File: src/rsel_pkg.sv
// constants and types shared by the reference input selector
package rsel_pkg;

    // ****************************************
    // register indices and byte addresses
    // ****************************************
    localparam int RSEL_NUM_IN = 2;
    localparam logic [7:0] RSEL_IDX_RANK = 8'h14;
    localparam logic [7:0] RSEL_IDX_CTRL = 8'h15;
    localparam logic [7:0] RSEL_IDX_HCNT = 8'h16;
    localparam logic [7:0] RSEL_IDX_HCFG = 8'h17;
    localparam logic [7:0] RSEL_IDX_STAT = 8'h18;
    localparam logic [7:0] RSEL_ADDR_RANK = 8'h50;
    localparam logic [7:0] RSEL_ADDR_CTRL = 8'h54;
    localparam logic [7:0] RSEL_ADDR_HCNT = 8'h58;
    localparam logic [7:0] RSEL_ADDR_HCFG = 8'h5C;
    localparam logic [7:0] RSEL_ADDR_STAT = 8'h60;

    // ****************************************
    // reset values
    // ****************************************
    localparam logic [7:0] RSEL_RST_RANK = 8'hE0;
    localparam logic [7:0] RSEL_RST_CTRL = 8'h00;
    localparam logic [7:0] RSEL_RST_HCNT = 8'h80;
    localparam logic [7:0] RSEL_RST_HCFG = 8'h80;

    // ****************************************
    // field positions
    // ****************************************
    localparam int RSEL_CTRL_CHOICE_LSB = 0;
    localparam int RSEL_CTRL_MODE_LSB = 2;
    localparam int RSEL_CTRL_REVERT = 4;
    localparam int RSEL_CTRL_PREDIV = 5;
    localparam int RSEL_CTRL_LOSSMASK = 6;
    localparam logic [7:0] RSEL_CTRL_WMASK = 8'h7F;
    localparam int RSEL_HCFG_VCNT_LSB = 0;
    localparam int RSEL_HCFG_RATE_LSB = 6;
    localparam logic [7:0] RSEL_HCFG_WMASK = 8'hCF;
    localparam int RSEL_RATE_BASE_SHIFT = 15;

    // ****************************************
    // modes, ranks, responses
    // ****************************************
    localparam logic [1:0] RSEL_MODE_MANUAL = 2'h0;
    localparam logic [1:0] RSEL_MODE_AUTO = 2'h1;
    localparam logic [1:0] RSEL_MODE_SHORT = 2'h2;
    localparam logic [1:0] RSEL_MODE_AUTO_HOLD = 2'h3;
    localparam logic [1:0] RSEL_RANK_LOWEST = 2'h0;
    localparam logic [1:0] RSEL_RANK_HIGHEST = 2'h3;
    localparam logic [1:0] RSEL_RESP_OKAY = 2'h0;
    localparam logic [1:0] RSEL_RESP_SLVERR = 2'h2;

    typedef enum logic {RSEL_ST_LOCKED, RSEL_ST_HOLDOFF} rsel_state_t;

endpackage : rsel_pkg

File: src/rsel_holdoff.sv
// hold-off countdown timer driven by divided oscillator ticks
`timescale 1ns/100ps
module rsel_holdoff
    import rsel_pkg::*;
(
    input wire logic i_clk,
    input wire logic i_resetn,
    input wire logic i_ce,
    input wire logic i_vcxo_tick,
    input wire logic [1:0] i_rate,
    input wire logic [7:0] i_reload,
    input wire logic i_run,
    output logic o_expire
);

    typedef struct packed {
        logic [17:0] pre;
        logic [7:0] cnt;
        logic expire;
    } rsel_hold_t;

    rsel_hold_t s_reg;
    rsel_hold_t s_next;
    logic [17:0] pre_limit;

    // ****************************************
    // countdown
    // ****************************************
    // prescale spans 2^15..2^18 ticks, so shorten i_vcxo_tick rate in sims
    always_comb
    begin
        s_next = s_reg;
        s_next.expire = 1'b0;
        pre_limit = 18'((18'h1 << (RSEL_RATE_BASE_SHIFT + int'(i_rate))) - 1);
        if (!i_run)
        begin
            s_next.pre = '0;
            s_next.cnt = i_reload;
        end
        else if (i_vcxo_tick)
        begin
            if (s_reg.pre >= pre_limit)
            begin
                s_next.pre = '0;
                // zero transition switches and reloads
                if (s_reg.cnt <= 8'h01)
                begin
                    s_next.expire = 1'b1;
                    s_next.cnt = i_reload;
                end
                else
                begin
                    s_next.cnt = s_reg.cnt - 8'h01;
                end
            end
            else
            begin
                s_next.pre = s_reg.pre + 18'h00001;
            end
        end
    end

    always_ff @(posedge i_clk or negedge i_resetn)
    begin
        if (!i_resetn)
        begin
            s_reg <= '{pre: '0, cnt: RSEL_RST_HCNT, expire: 1'b0};
        end
        else if (i_ce)
        begin
            s_reg <= s_next;
        end
    end

    assign o_expire = s_reg.expire;

endmodule : rsel_holdoff

File: src/rsel_top.sv
// reference input selector with axi4-lite register slave
// Functional notes
// - two-bit rank per input, 00 lowest up to 11 highest
// - equal ranks resolve toward the lowest-numbered input
// - one-bit validation prediv: 0 divide by 1, 1 divide by 4
// - revert off: recovery of an unselected input changes nothing
// - revert on: recovery of an unselected input re-evaluates choice
// - revert switches only if recovered input outranks current one
// - revert has no effect in any manual mode (mode low bit 0)
// - modes 00 and 10 use the manual choice field only
// - automatic modes choose from loss states and ranks
// - mode 00 manual, 01 auto, 10 short holdover, 11 auto hold
// - revert bit is 0 after reset
// - manual choice 00 input 0, 01 input 1; ignored in auto modes
// - auto-hold mode counts down after loss, switches at zero, reloads
`timescale 1ns/100ps
module rsel_top
    import rsel_pkg::*;
(
    input wire logic i_clk,
    input wire logic i_resetn,
    input wire logic i_ce,
    input wire logic [1:0] i_ref_los,
    input wire logic i_vcxo_tick,
    input wire logic [7:0] i_awaddr,
    input wire logic i_awvalid,
    output logic o_awready,
    input wire logic [31:0] i_wdata,
    input wire logic [3:0] i_wstrb,
    input wire logic i_wvalid,
    output logic o_wready,
    output logic [1:0] o_bresp,
    output logic o_bvalid,
    input wire logic i_bready,
    input wire logic [7:0] i_araddr,
    input wire logic i_arvalid,
    output logic o_arready,
    output logic [31:0] o_rdata,
    output logic [1:0] o_rresp,
    output logic o_rvalid,
    input wire logic i_rready,
    output logic o_ref_sel,
    output logic o_valid_counter_prediv,
    output logic [1:0] o_validation_count_setting,
    output logic o_ref_loss_mask
);

    // ****************************************
    // state
    // ****************************************
    typedef struct packed {
        logic [7:0] input_rank_levels;
        logic [7:0] ref_choice_control;
        logic [7:0] holdoff_count_value;
        logic [7:0] holdoff_valid_config;
        rsel_state_t state;
        logic sel;
        logic [1:0] los_prev;
        logic aw_got;
        logic w_got;
        logic [7:0] awaddr;
        logic [7:0] wdata;
        logic wstrb0;
        logic awready;
        logic wready;
        logic bvalid;
        logic [1:0] bresp;
        logic arready;
        logic rvalid;
        logic [31:0] rdata;
        logic [1:0] rresp;
    } rsel_regs_t;

    rsel_regs_t s_reg;
    rsel_regs_t s_next;
    logic hold_expire;
    logic hold_run;

    // ****************************************
    // helpers
    // ****************************************
    function automatic logic [1:0] rank_of(input logic [7:0] ranks,
                                           input int idx);
        // input 0 sits in the top bits
        rank_of = ranks[7 - 2 * idx -: 2];
    endfunction : rank_of

    function automatic logic best_valid(input logic [7:0] ranks,
                                        input logic [1:0] valid,
                                        input logic fallback);
        logic [1:0] best_rank;
        logic found;
        best_valid = fallback;
        best_rank = RSEL_RANK_LOWEST;
        found = 1'b0;
        for (int i = 0; i < RSEL_NUM_IN; i++)
        begin
            // strict compare keeps the lower index on a tie
            if (valid[i] && (!found || rank_of(ranks, i) > best_rank))
            begin
                found = 1'b1;
                best_rank = rank_of(ranks, i);
                best_valid = 1'(i);
            end
        end
    endfunction : best_valid

    function automatic logic mapped(input logic [7:0] addr);
        mapped = (addr == RSEL_ADDR_RANK) || (addr == RSEL_ADDR_CTRL) ||
                 (addr == RSEL_ADDR_HCNT) || (addr == RSEL_ADDR_HCFG) ||
                 (addr == RSEL_ADDR_STAT);
    endfunction : mapped

    // ****************************************
    // next state
    // ****************************************
    always_comb
    begin
        logic [1:0] mode;
        logic [1:0] valid;
        logic [1:0] recov;
        logic revert;
        logic best;
        logic [7:0] rd;
        mode = s_reg.ref_choice_control[RSEL_CTRL_MODE_LSB +: 2];
        valid = ~i_ref_los;
        revert = s_reg.ref_choice_control[RSEL_CTRL_REVERT];
        recov = s_reg.los_prev & valid;
        recov[s_reg.sel] = 1'b0;
        best = best_valid(s_reg.input_rank_levels, valid, s_reg.sel);
        rd = 8'h00;
        s_next = s_reg;
        s_next.los_prev = i_ref_los;

        // selection
        if (!mode[0])
        begin
            // manual and short holdover modes follow the choice field
            // only the low bit names an input, as two inputs exist
            s_next.sel = s_reg.ref_choice_control[RSEL_CTRL_CHOICE_LSB];
            s_next.state = RSEL_ST_LOCKED;
        end
        else
        begin
            unique case (s_reg.state)
                RSEL_ST_LOCKED:
                begin
                    if (i_ref_los[s_reg.sel])
                    begin
                        if (mode == RSEL_MODE_AUTO)
                        begin
                            s_next.sel = best;
                        end
                        else
                        begin
                            s_next.state = RSEL_ST_HOLDOFF;
                        end
                    end
                    else if (revert)
                    begin
                        // only reached in auto modes
                        for (int i = 0; i < RSEL_NUM_IN; i++)
                        begin
                            if (recov[i] && rank_of(s_reg.input_rank_levels, i)
                                > rank_of(s_reg.input_rank_levels,
                                          int'(s_reg.sel)))
                            begin
                                s_next.sel = 1'(i);
                            end
                        end
                    end
                    // with revert clear a recovery is simply ignored
                end
                RSEL_ST_HOLDOFF:
                begin
                    if (!i_ref_los[s_reg.sel])
                    begin
                        s_next.state = RSEL_ST_LOCKED;
                    end
                    else if (hold_expire || mode == RSEL_MODE_AUTO)
                    begin
                        // stays here if nothing valid; counter retries
                        // plain auto mode never waits on the timer
                        s_next.sel = best;
                    end
                end
            endcase
        end

        // write channel
        if (i_awvalid && s_reg.awready)
        begin
            s_next.aw_got = 1'b1;
            s_next.awaddr = i_awaddr;
        end
        if (i_wvalid && s_reg.wready)
        begin
            s_next.w_got = 1'b1;
            s_next.wdata = i_wdata[7:0];
            s_next.wstrb0 = i_wstrb[0];
        end
        if (s_reg.bvalid && i_bready)
        begin
            s_next.bvalid = 1'b0;
        end
        if (s_next.aw_got && s_next.w_got && !s_next.bvalid)
        begin
            s_next.aw_got = 1'b0;
            s_next.w_got = 1'b0;
            s_next.bvalid = 1'b1;
            s_next.bresp = mapped(s_next.awaddr) ? RSEL_RESP_OKAY
                                                 : RSEL_RESP_SLVERR;
            // status is read-only; narrow registers live in byte lane 0
            if (s_next.wstrb0)
            begin
                unique case (s_next.awaddr)
                    RSEL_ADDR_RANK: s_next.input_rank_levels = s_next.wdata;
                    RSEL_ADDR_CTRL: s_next.ref_choice_control =
                        s_next.wdata & RSEL_CTRL_WMASK;
                    RSEL_ADDR_HCNT: s_next.holdoff_count_value = s_next.wdata;
                    RSEL_ADDR_HCFG: s_next.holdoff_valid_config =
                        s_next.wdata & RSEL_HCFG_WMASK;
                    default: s_next.bresp = s_next.bresp;
                endcase
            end
        end

        // read channel
        if (s_reg.rvalid && i_rready)
        begin
            s_next.rvalid = 1'b0;
        end
        if (i_arvalid && s_reg.arready)
        begin
            unique case (i_araddr)
                RSEL_ADDR_RANK: rd = s_reg.input_rank_levels;
                RSEL_ADDR_CTRL: rd = s_reg.ref_choice_control;
                RSEL_ADDR_HCNT: rd = s_reg.holdoff_count_value;
                RSEL_ADDR_HCFG: rd = s_reg.holdoff_valid_config;
                RSEL_ADDR_STAT: rd = {4'h0, s_reg.state == RSEL_ST_HOLDOFF,
                                      valid, s_reg.sel};
                default: rd = 8'h00;
            endcase
            s_next.rvalid = 1'b1;
            s_next.rdata = {24'h000000, rd};
            s_next.rresp = mapped(i_araddr) ? RSEL_RESP_OKAY
                                            : RSEL_RESP_SLVERR;
        end

        // one of each kind in flight
        s_next.awready = !s_next.aw_got;
        s_next.wready = !s_next.w_got;
        s_next.arready = !s_next.rvalid;
    end

    // ****************************************
    // registers
    // ****************************************
    always_ff @(posedge i_clk or negedge i_resetn)
    begin
        if (!i_resetn)
        begin
            s_reg <= '0;
            s_reg.input_rank_levels <= RSEL_RST_RANK;
            s_reg.ref_choice_control <= RSEL_RST_CTRL;
            s_reg.holdoff_count_value <= RSEL_RST_HCNT;
            s_reg.holdoff_valid_config <= RSEL_RST_HCFG;
            s_reg.state <= RSEL_ST_LOCKED;
            s_reg.awready <= 1'b1;
            s_reg.wready <= 1'b1;
            s_reg.arready <= 1'b1;
        end
        else if (i_ce)
        begin
            s_reg <= s_next;
        end
    end

    // ****************************************
    // hold-off timer
    // ****************************************
    assign hold_run = (s_reg.state == RSEL_ST_HOLDOFF);

    rsel_holdoff u_holdoff (
        .i_clk(i_clk),
        .i_resetn(i_resetn),
        .i_ce(i_ce),
        .i_vcxo_tick(i_vcxo_tick),
        .i_rate(s_reg.holdoff_valid_config[RSEL_HCFG_RATE_LSB +: 2]),
        .i_reload(s_reg.holdoff_count_value),
        .i_run(hold_run),
        .o_expire(hold_expire)
    );

    // ****************************************
    // outputs
    // ****************************************
    assign o_awready = s_reg.awready;
    assign o_wready = s_reg.wready;
    assign o_bvalid = s_reg.bvalid;
    assign o_bresp = s_reg.bresp;
    assign o_arready = s_reg.arready;
    assign o_rvalid = s_reg.rvalid;
    assign o_rdata = s_reg.rdata;
    assign o_rresp = s_reg.rresp;
    assign o_ref_sel = s_reg.sel;
    // prediv only steers the external validation counter
    assign o_valid_counter_prediv =
        s_reg.ref_choice_control[RSEL_CTRL_PREDIV];
    assign o_validation_count_setting =
        s_reg.holdoff_valid_config[RSEL_HCFG_VCNT_LSB +: 2];
    assign o_ref_loss_mask = s_reg.ref_choice_control[RSEL_CTRL_LOSSMASK];

endmodule : rsel_top

File: config.mk
export PLATFORM = sky130hd
export DESIGN_NAME = rsel_top
export DESIGN_NICKNAME = d
export VERILOG_FILES = /design/src/rsel_pkg.sv /design/src/rsel_holdoff.sv /design/src/rsel_top.sv
export SDC_FILE = /design/constraint.sdc
export NUM_CORES = 1
export LEC_CHECK = 0
export BUFFER_PORTS_ARGS = -buffer_cell sky130_fd_sc_hd__clkbuf_2
export CAP_MARGIN = 5
export CORE_MARGIN = 5
export CORE_UTILIZATION = 60
export CTS_CLUSTER_SIZE = 25
export DETAILED_ROUTE_END_ITERATION = 8
export PLACE_DENSITY_LB_ADDON = 0.12
export SYNTH_ARGS = -nofsm -noshare
export SYNTH_HDL_FRONTEND = slang
export SYNTH_SLANG_ARGS = --single-unit
File: constraint.sdc
create_clock -name i_clk -period 3.5 [get_ports i_clk]
set_input_delay 0.35 -clock i_clk [delete_from_list [all_inputs] [get_ports i_clk]]
set_output_delay 0.35 -clock i_clk [all_outputs]
set_load 0.1 [all_outputs]
==> results of run 1 <==
routing by layer:
layer / vias up / track usage / wire length [um]
met3: 7 / 0.0331 / 641
met5: - / 0 / 0
met2: 128 / 0.350 / 5590
li1: 2037 / - / -
met4: 0 / 0.0639 / 104
met1: 2107 / 0.316 / 5900
metrics by stage:
step	std cells	hold WS (ps)	setup slack [ps]	utilization	power, mW
finish	713	69.5	960	0.656	3.04
global placement	697	463	1070	0.634	2.31
CTS	713	90.4	977	0.656	3.07
global route	713	133	705	0.656	3.20
detailed placement	697	472	989	0.634	2.35
floorplan	582	54.4	615	-	2.18
kinds of logic (layout without fill, tap and decap cells):
logic type | count (synthesis) | in the layout
other cells | 1 | 33
buf+inv | 84 | 104
xor+xnor | 4 | 4
mux | 76 | 76
flops | 94 | 94
fa+ha+maj | 20 | 20
compound gates | 116 | 116
simple gates | 155 | 155
report_power, final:
part / leakage, nW / internal (mW) / switching [mW]
Clock: 0.0990 / 0.282 / 0.431
Combinational: 1.38 / 0.284 / 0.676
Sequential: 1.22 / 1.25 / 0.121
layout make-up:
type                    instances  area, sq um  share of cell area
multi-input cells             404         2870               0.478
flip-flops and latches         94         2360               0.394
repair buffers                 62          330              0.0550
well taps                     111          139              0.0231
clock buffers                   9          124              0.0206
inverters                      26         97.6              0.0163
clock inverters                 7         80.1              0.0133
cell usage after synthesis, types with 9 or more instances:
master and count:
a21oi_1 16, a31oi_1 13, buf_4 38, clkbuf_1 9, dfrtp_1 85, dfstp_2 9, ha_1 20, inv_1 25
mux2_2 62, mux2i_1 11, nand2_1 45, nand3_1 15, nand4_1 10, nor2_1 35, o21ai_0 25
placed cells by master, fill, tap and decap left out, drive strengths merged, types with 7 or more instances in the layout:
master / count
dfrtp: 85
mux2: 63
clkbuf: 63
nand2: 45
nor2: 35
conb: 33
o21ai: 28
inv: 27
ha: 20
a21oi: 17
nand3: 15
a31oi: 13
mux2i: 11
nand4: 10
dfstp: 9
buf: 8
nor3b: 7
worst paths after layout:
check	start	endpoint	slack, ps	cells past startpoint
min	i_resetn	u_holdoff.s_reg[19]$_DFFE_PN0P_	70	1
max reg2reg	s_reg[71]$_DFFE_PN1P_	u_holdoff.s_reg[12]$_DFFE_PN0P_	960	8
max in group asynchronous	i_resetn	s_reg[94]$_DFFE_PN1P_	2650	2
min in group i_clk	i_wstrb[0]	s_reg[41]$_DFFE_PN0P_	220	2
min reg2reg	o_rresp[1]$_DFFE_PN0P_	o_rresp[1]$_DFFE_PN0P_	490	2
max	s_reg[71]$_DFFE_PN1P_	u_holdoff.s_reg[12]$_DFFE_PN0P_	960	8
==> flow_metrics.tcl, run 1 <==
set metrics [dict create \
    vdd_drop_max_mv 0.657 \
    hold_violations 0 \
    p_leak_nw 2.69 \
    synth-compound-area-share 0.142 \
    cts_buffers 9 \
    crit_family "compound AO/OA/AOI/OAI gates" \
    dr_total_vias 4279 \
    cts-hold-fix-buffers 0 \
    fin_crit_ps 2540 \
    fp-row-count 35 \
    period_share 0.726 \
    die_y_um 107 \
    io_buffer_count 55 \
    io_pins 109 \
    vias_per_cell 6.00 \
    skew_ps 10.8 \
    ys.flop_type "dfrtp_1" \
    firstDrtPassIters 5 \
    synth_xor_area_frac 0.00626 \
    synth_seq_cells 94 \
    status "finished, final reports clean" \
    post_cts_resized 0 \
    synth_top_family_by_area "multiplexers" \
    cp_max_fo 13 \
    synth_top_area_cell "dfrtp_1" \
    syn_avg_cell_area_sq_um 10.2 \
    end_kind "register" \
    yosys_warnings 0 \
    postRouteWirelength_um 12200 \
    cts.path.max_buffers 2 \
    clk_pin_slew_worst_paths_ps 100 \
    largest_reg_flops 46 \
    crit_required_ps 3750 \
    fmax_ghz 0.394 \
    rsz0062_at_grt "false" \
    synth_adder_area_share 0.0447 \
    slowest_stage "dfstp_2" \
    critPathArrivalTime_ps 2790 \
    fp.coreArea_sq_um 9150 \
    area.growth.synth_to_final_pct 7.22 \
    grt.total_usage 0.221 \
    critPathKind "register to register" \
    antenna_left 0 \
    wire_per_inst_um 17.2 \
    syn_area_sq_um 5600 \
    yosysUniqueCellTypes 71 \
    synthCells 550 \
    n_antenna_cell 0 \
    initial_core_util 0.612 \
    die_x_um 107 \
    cp_slowest_stage_delay_ps 580 \
    slew_violations 0 \
    root_buffer "clkbuf_8" \
    hp-class "primary input to async pin" \
    grt_pass1_vias 4158 \
    grt_pass1_wl_um 20200 \
    finish.net_count 680 \
    antenna_found_initial 0 \
    yosys-mux-area-fraction 0.155 \
    cts_sinks 94 \
    slew_headroom 0.469 \
    synth-simple-area-share 0.143 \
    drive_above_1_share 0.269 \
    gp_congestion 0.830 \
    cts_tree "yes" \
    worst_pin_slew_ps 792 \
    dp_hpwl_um 8870 \
    powerDensity_nw_per_um2 506 \
    start_kind "register" \
    insertion_delay_ps 360 \
    yosysSeqAreaShare 0.422 \
    synth_top_area_share 0.380 \
    grt_max_degree 64 \
    critical_path.most_common_cell "nand2_1" \
    maxCapViolCount 0 \
    final.fill_count 715 \
    route.detailed.drc 0 \
    post-route-cell-area_sq_um 6000 \
    synth_edf_count 0 \
    async_flop_share 1.00 \
    crit_chain "nand2_1 > ha_1 > nand4_1 > nor2_1 > a221oi_2 > buf_4 > nand2_1 > o311ai_0" \
    fin_tns_setup_ps 0 \
    h-tree-depth 3 \
    place_area_sq_um 5800 \
    fp.dieArea_sq_um 11400 \
    worst-path-buf-inv 1 \
    cts_setup_buffers 0 \
    final-setup-viol-count 0 \
    grt_overflow_total 0 \
    synth_area_leaders "dfrtp_1 (38%), mux2_2 (12%), buf_4 (5.1%)" \
    dr.first_iter.drc_count 268 \
]
No activity file was read; power rests on OpenSTA's default activity.
==> run 2: changes to the inputs <==
- CORE_UTILIZATION: 60 -> 51
- clock period: 3.5 -> 2.3 ns (I/O delays scaled with it)
==> run 2 against run 1 <==
Against the previous run:
- final cell count is 11% higher
- core utilization shrank 5.1 points
- sequential share of layout area is 3.0 points lower
- sequential power rose by 53%
- clock-buffer cell count up 2
- hold slack better by 18 ps
- critical path depth up 1
- largest power group unchanged
- highest routed layer unchanged
==> flow_metrics.tcl, run 2 (same netlist as run 1, synthesis figures left out) <==
set metrics [dict create \
    grt_overflow_total 0 \
    fp-row-count 38 \
    combPwrFrac 0.313 \
    crit_start "s_reg[71]$_DFFE_PN1P_" \
    dr_total_vias 4492 \
    drive_above_1_share 0.339 \
    finish.net_count 727 \
    vdd_drop_max_mv 0.655 \
    hold_depth 2 \
    route.detailed.drc 0 \
    end_kind "register" \
    crit_chain "nor2_2 > ha_1 > nand4_1 > nor2_2 > a221oi_2 > buf_4 > a21oi_2 > buf_6 > mux2_4" \
    fp.coreArea_sq_um 10800 \
    worst_pin_slew_ps 716 \
    slew_headroom 0.522 \
    vias_per_cell 5.69 \
    initial_core_util 0.519 \
    wire_per_inst_um 17.3 \
    die_y_um 115 \
    final-setup-viol-count 0 \
    dp_cells 767 \
    io_buffer_count 55 \
    critPathKind "register to register" \
    period_share 0.980 \
    start_kind "register" \
    switching_share 0.379 \
    crit_family "flip-flops" \
    cts.path.max_buffers 2 \
    hold_violations 0 \
    dr.first_iter.drc_count 321 \
    power_frac_clock 0.264 \
    cts_sinks 94 \
    r2r_slack_ps 50 \
    r2r_cells 9 \
    finalPower_mw 4.97 \
    crit_end "u_holdoff.s_reg[3]$_DFFE_PN0P_" \
    firstDrtPassIters 4 \
    cts_tree "yes" \
    h-tree-depth 3 \
    final_cell_mix "dfrtp_1 (83), mux2_2 (60), clkbuf_2 (54)" \
    gp_congestion 0.838 \
    multiInputGateArea_sq_um 2930 \
    antenna_found_initial 0 \
    rsz0062_at_grt "true" \
    clk_pin_slew_worst_paths_ps 90 \
    p_int_mw 3.08 \
    antenna_left 0 \
    reg2reg_from "s_reg[71]$_DFFE_PN1P_" \
    final_core_util 0.605 \
    cp_max_fo 8 \
    fin_crit_ps 2250 \
    place_area_sq_um 6190 \
    dp_hpwl_um 10100 \
    skew_ps 9.43 \
    insertion_delay_ps 380 \
    critPathArrivalTime_ps 2530 \
    worst-path-buf-inv 2 \
    fp.dieArea_sq_um 13200 \
    grt_pass1_wl_um 22900 \
    largest_reg_flops 46 \
    powerDensity_nw_per_um2 761 \
    power_frac_seq 0.423 \
    critical_path.most_common_cell "nor2_2" \
    area.growth.synth_to_final_pct 16.6 \
    rr_endpoint "u_holdoff.s_reg[3]$_DFFE_PN0P_" \
    slowest_stage "dfstp_2" \
    grt_pass1_vias 4656 \
    hp-class "primary input to register" \
    cts_buffers 9 \
    power_switching_mw 1.89 \
    postRouteWirelength_um 13700 \
    final_cells 789 \
    grt_max_degree 53 \
    slew_violations 0 \
    regArea_sq_um 2380 \
    final_common_cell "dfrtp_1" \
    die_x_um 115 \
    crit_required_ps 2570 \
    post-route-cell-area_sq_um 6530 \
    cp_slowest_stage_delay_ps 580 \
    grt.total_usage 0.220 \
    root_buffer "clkbuf_8" \
    fmax_ghz 0.444 \
    final.fill_count 939 \
    io_pins 109 \
    status "finished, final reports clean" \
    n_antenna_cell 0 \
    maxCapViolCount 0 \
    cp.depth 9 \
    p_leak_nw 2.98 \
]
==> run 2: layout make-up <==
cell class                 instances  area share
sequential                        94       0.364
clock inverter                     5      0.0136
multi-input combinational        404       0.448
clock buffer                      11      0.0232
tap                              140      0.0268
inverter                          26      0.0149
timing repair buffer             109       0.109
==> run 2: through the flow <==
| stage | setup TNS (ps) | worst slack (ps) | hold slack, ps |
|---|---|---|---|
| 4_1_cts | 0 | 10.6 | 62.3 |
| 3_3_place_gp | 0 | 60.2 | 311 |
| 5_1_grt | -356 | -71.9 | 75.6 |
| 3_5_place_dp | -12.4 | -12.4 | 325 |
| 6_report | 0 | 45.8 | 87.9 |
| 2_1_floorplan | -37.7 | -37.7 | -65.6 |
==> run 2: layer usage <==
metal | part of all wire | GRT usage | vias to the layer above
li1 | - | - | 2134
met1 | 0.44 | 0.292 | 2228
met2 | 0.49 | 0.353 | 106
met3 | 0.050 | 0.0547 | 24
met4 | 0.018 | 0.0743 | 0
met5 | 0 | 0 | -
==> run 2: power by group through the flow <==
stage / Clock (mW) / Combinational [mW] / Sequential (mW)
detailed placement: 0 / 1.54 / 2.13
global route: 1.41 / 1.68 / 2.14
global placement: 0 / 1.51 / 2.11
finish: 1.31 / 1.55 / 2.10
floorplan: 0 / 0.990 / 2.36
CTS: 1.36 / 1.55 / 2.10
==> run 2: what timing repair did <==
item / CTS / global route
setup buffers: 1 / 4
hold endpoints to repair: 46 / 0
hold buffers: 1 / 0
gates resized for setup: 0 / 15
endpoints found under the setup margin: 4 / 17
cloned: 0 / 0
pin swaps: 2 / 7
==> run 2: worst min path at each step <==
stage,startpoint,endpoint
6_report,i_wdata[5],s_reg[47]$_DFFE_PN0P_
5_1_grt,i_wdata[4],s_reg[46]$_DFFE_PN0P_
4_1_cts,i_wdata[5],s_reg[47]$_DFFE_PN0P_
3_5_place_dp,i_resetn,u_holdoff.s_reg[16]$_DFFE_PN0P_
3_3_place_gp,i_resetn,u_holdoff.s_reg[16]$_DFFE_PN0P_
2_1_floorplan,i_resetn,hold_run$_DFFE_PN0P_
==> run 2: worst reg2reg max path: stages (launching register included) <==
cell	delay, ps
dfstp_2	580
nor2_2	40
ha_1	300
nand4_1	140
nor2_2	50
a221oi_2	340
buf_4	210
a21oi_2	60
buf_6	140
mux2_4	290
==> run 3: changes to the inputs <==
- MAX_ROUTING_LAYER: unset -> met4
==> run 3 against run 2 <==
Against the previous run:
- sequential power about the same
- clock-buffer cell count decreased by 1
- clock skew increased by 1.4 ps
- combinational power about the same
- core utilization increased by 0.82 points
- wire length fell by 1.3%
- sequential share of layout area is 0.51 points lower
- via count rose by 0.18%
- flip-flop and latch count is the same
- non-clock buffer count up 3
- hold slack improved by 16 ps
- global-route usage hardly changed
- critical endpoint is now u_holdoff.s_reg[5]$_DFFE_PN0P_
- highest routed layer unchanged
==> flow_metrics.tcl, run 3 (same netlist as run 1, synthesis figures left out) <==
set metrics [dict create \
    end_kind "register" \
    critPathKind "register to register" \
    root_buffer "clkbuf_8" \
    die_x_um 115 \
    final_cell_mix "dfrtp_1 (84), mux2_2 (61), clkbuf_2 (55)" \
    area.growth.synth_to_final_pct 18.2 \
    fmax_ghz 0.448 \
    worst_pin_slew_ps 553 \
    vdd_drop_max_mv 0.597 \
    final_cells 792 \
    hold_start "i_wdata[5]" \
    clk_pin_slew_worst_paths_ps 100 \
    min_to "s_reg[47]$_DFFE_PN0P_" \
    fp.dieArea_sq_um 13200 \
    n_antenna_cell 0 \
    grt_overflow_total 0 \
    antenna_found_initial 0 \
    cts_tree "yes" \
    place_ws_ps 16.2 \
    gp_congestion 0.840 \
    wire_per_inst_um 17.1 \
    cts_buffers 9 \
    dr_total_vias 4500 \
    skew_ps 10.8 \
    slew_headroom 0.633 \
    hold_violations 0 \
    fp.coreArea_sq_um 10800 \
    fin_crit_ps 2230 \
    postRouteWirelength_um 13500 \
    dp_hpwl_um 9950 \
    slew_violations 0 \
    layout_setup_ws_ps 69.7 \
    crit_required_ps 2550 \
    io_buffer_count 55 \
    reg2reg_from "s_reg[71]$_DFFE_PN1P_" \
    final-setup-viol-count 0 \
    die_y_um 115 \
    finish.net_count 730 \
    cts.path.max_buffers 2 \
    finalPower_mw 5.11 \
    final_common_cell "dfrtp_1" \
    fp-row-count 38 \
    status "finished, final reports clean" \
    dp_cells 768 \
    hold_depth 2 \
    io_pins 109 \
    hp-class "primary input to register" \
    h-tree-depth 3 \
    grt.total_usage 0.220 \
    r2r_slack_ps 70 \
    start_kind "register" \
    r2r_cells 9 \
    rr_endpoint "u_holdoff.s_reg[5]$_DFFE_PN0P_" \
    firstDrtPassIters 4 \
    grt_max_degree 40 \
    cts_sinks 94 \
    dr.first_iter.drc_count 247 \
    vias_per_cell 5.68 \
    drive_above_1_share 0.345 \
    insertion_delay_ps 370 \
    largest_reg_flops 46 \
    period_share 0.970 \
    p_leak_nw 3.00 \
    grt_pass1_vias 4521 \
    antenna_left 0 \
    maxCapViolCount 0 \
    powerDensity_nw_per_um2 772 \
    cp_max_fo 8 \
    route.detailed.drc 0 \
    grt_pass1_wl_um 22300 \
    critPathArrivalTime_ps 2480 \
    initial_core_util 0.519 \
    rsz0062_at_grt "true" \
]
[run 3: cell types whose count changed in the layout (fill, tap and decap cells not counted), moves of 2 or more]
cell       previous run  this run
clkbuf_8             11         9
ha_4                  1         4
o311ai_0              1         3
o311ai_1              4         2
ha_1                 19        16
bufinv_16             2         4
buf_4                51        53
[run 3: critical path, cell delays in order, from the launching register on]
cell and delay [ps]:
dfstp_2 580, inv_1 80, ha_4 240, nand4_1 130
nor2_2 60, a221oi_2 320, buf_4 240, a21oi_4 80
buf_12 140, mux2_2 260
[run 3: what timing repair did]
| item | 4_1_cts | 5_1_grt |
|---|---|---|
| buffers inserted | 0 | 7 |
| setup endpoints to repair | 0 | 21 |
| hold buffers | 1 | 0 |
| endpoints found under the hold margin | 35 | 0 |
| gates resized for setup | 0 | 17 |
[run 3: area by class of cell]
class | count | area, sq um
clock inverter | 6 | 134
tap | 140 | 175
inverter | 26 | 97.6
clock buffer | 10 | 128
timing repair buffer | 112 | 734
sequential | 94 | 2370
fill | 918 | 4170
multi-input combinational | 404 | 2980
[run 3: routing by layer]
metal	up-vias	track usage	wire, um
li1	2146	-	-
met1	2235	0.289	6150
met2	103	0.351	6600
met3	16	0.0389	578
met4	0	0.0657	182
met5	-	-	0
[run 3: how the worst max path moves through the flow]
| stage | cells after the start | start | slack (ps) | end |
|---|---|---|---|---|
| 2_1_floorplan | 8 | o_ref_sel$_DFFE_PN0P_ | -40 | o_ref_sel$_DFFE_PN0P_ |
| 3_3_place_gp | 9 | s_reg[71]$_DFFE_PN1P_ | 50 | u_holdoff.s_reg[3]$_DFFE_PN0P_ |
| 3_5_place_dp | 9 | s_reg[71]$_DFFE_PN1P_ | 20 | u_holdoff.s_reg[4]$_DFFE_PN0P_ |
| 4_1_cts | 9 | s_reg[71]$_DFFE_PN1P_ | 5 | u_holdoff.s_reg[4]$_DFFE_PN0P_ |
| 5_1_grt | 9 | s_reg[71]$_DFFE_PN1P_ | -30 | u_holdoff.s_reg[5]$_DFFE_PN0P_ |
| 6_report | 9 | s_reg[71]$_DFFE_PN1P_ | 70 | u_holdoff.s_reg[5]$_DFFE_PN0P_ |
[run 3: power breakdown]
group | leakage, nW | total, mW | switching, mW | internal, mW
registers | 1.22 | 2.10 | 0.190 | 1.91
logic | 1.66 | 1.58 | 1.07 | 0.506
clock network | 0.130 | 1.44 | 0.602 | 0.833
[run 3: metrics by stage]
step / hold WS (ps) / util / TNS [ps] / area, sq um
detailed placement: 247 / 0.574 / 0 / 6200
finish: 104 / 0.613 / 0 / 6620
global route: 98.7 / 0.613 / -87.4 / 6620
CTS: 90.2 / 0.600 / 0 / 6470
global placement: 233 / 0.574 / 0 / 6200
floorplan: -65.6 / - / -37.7 / 5760
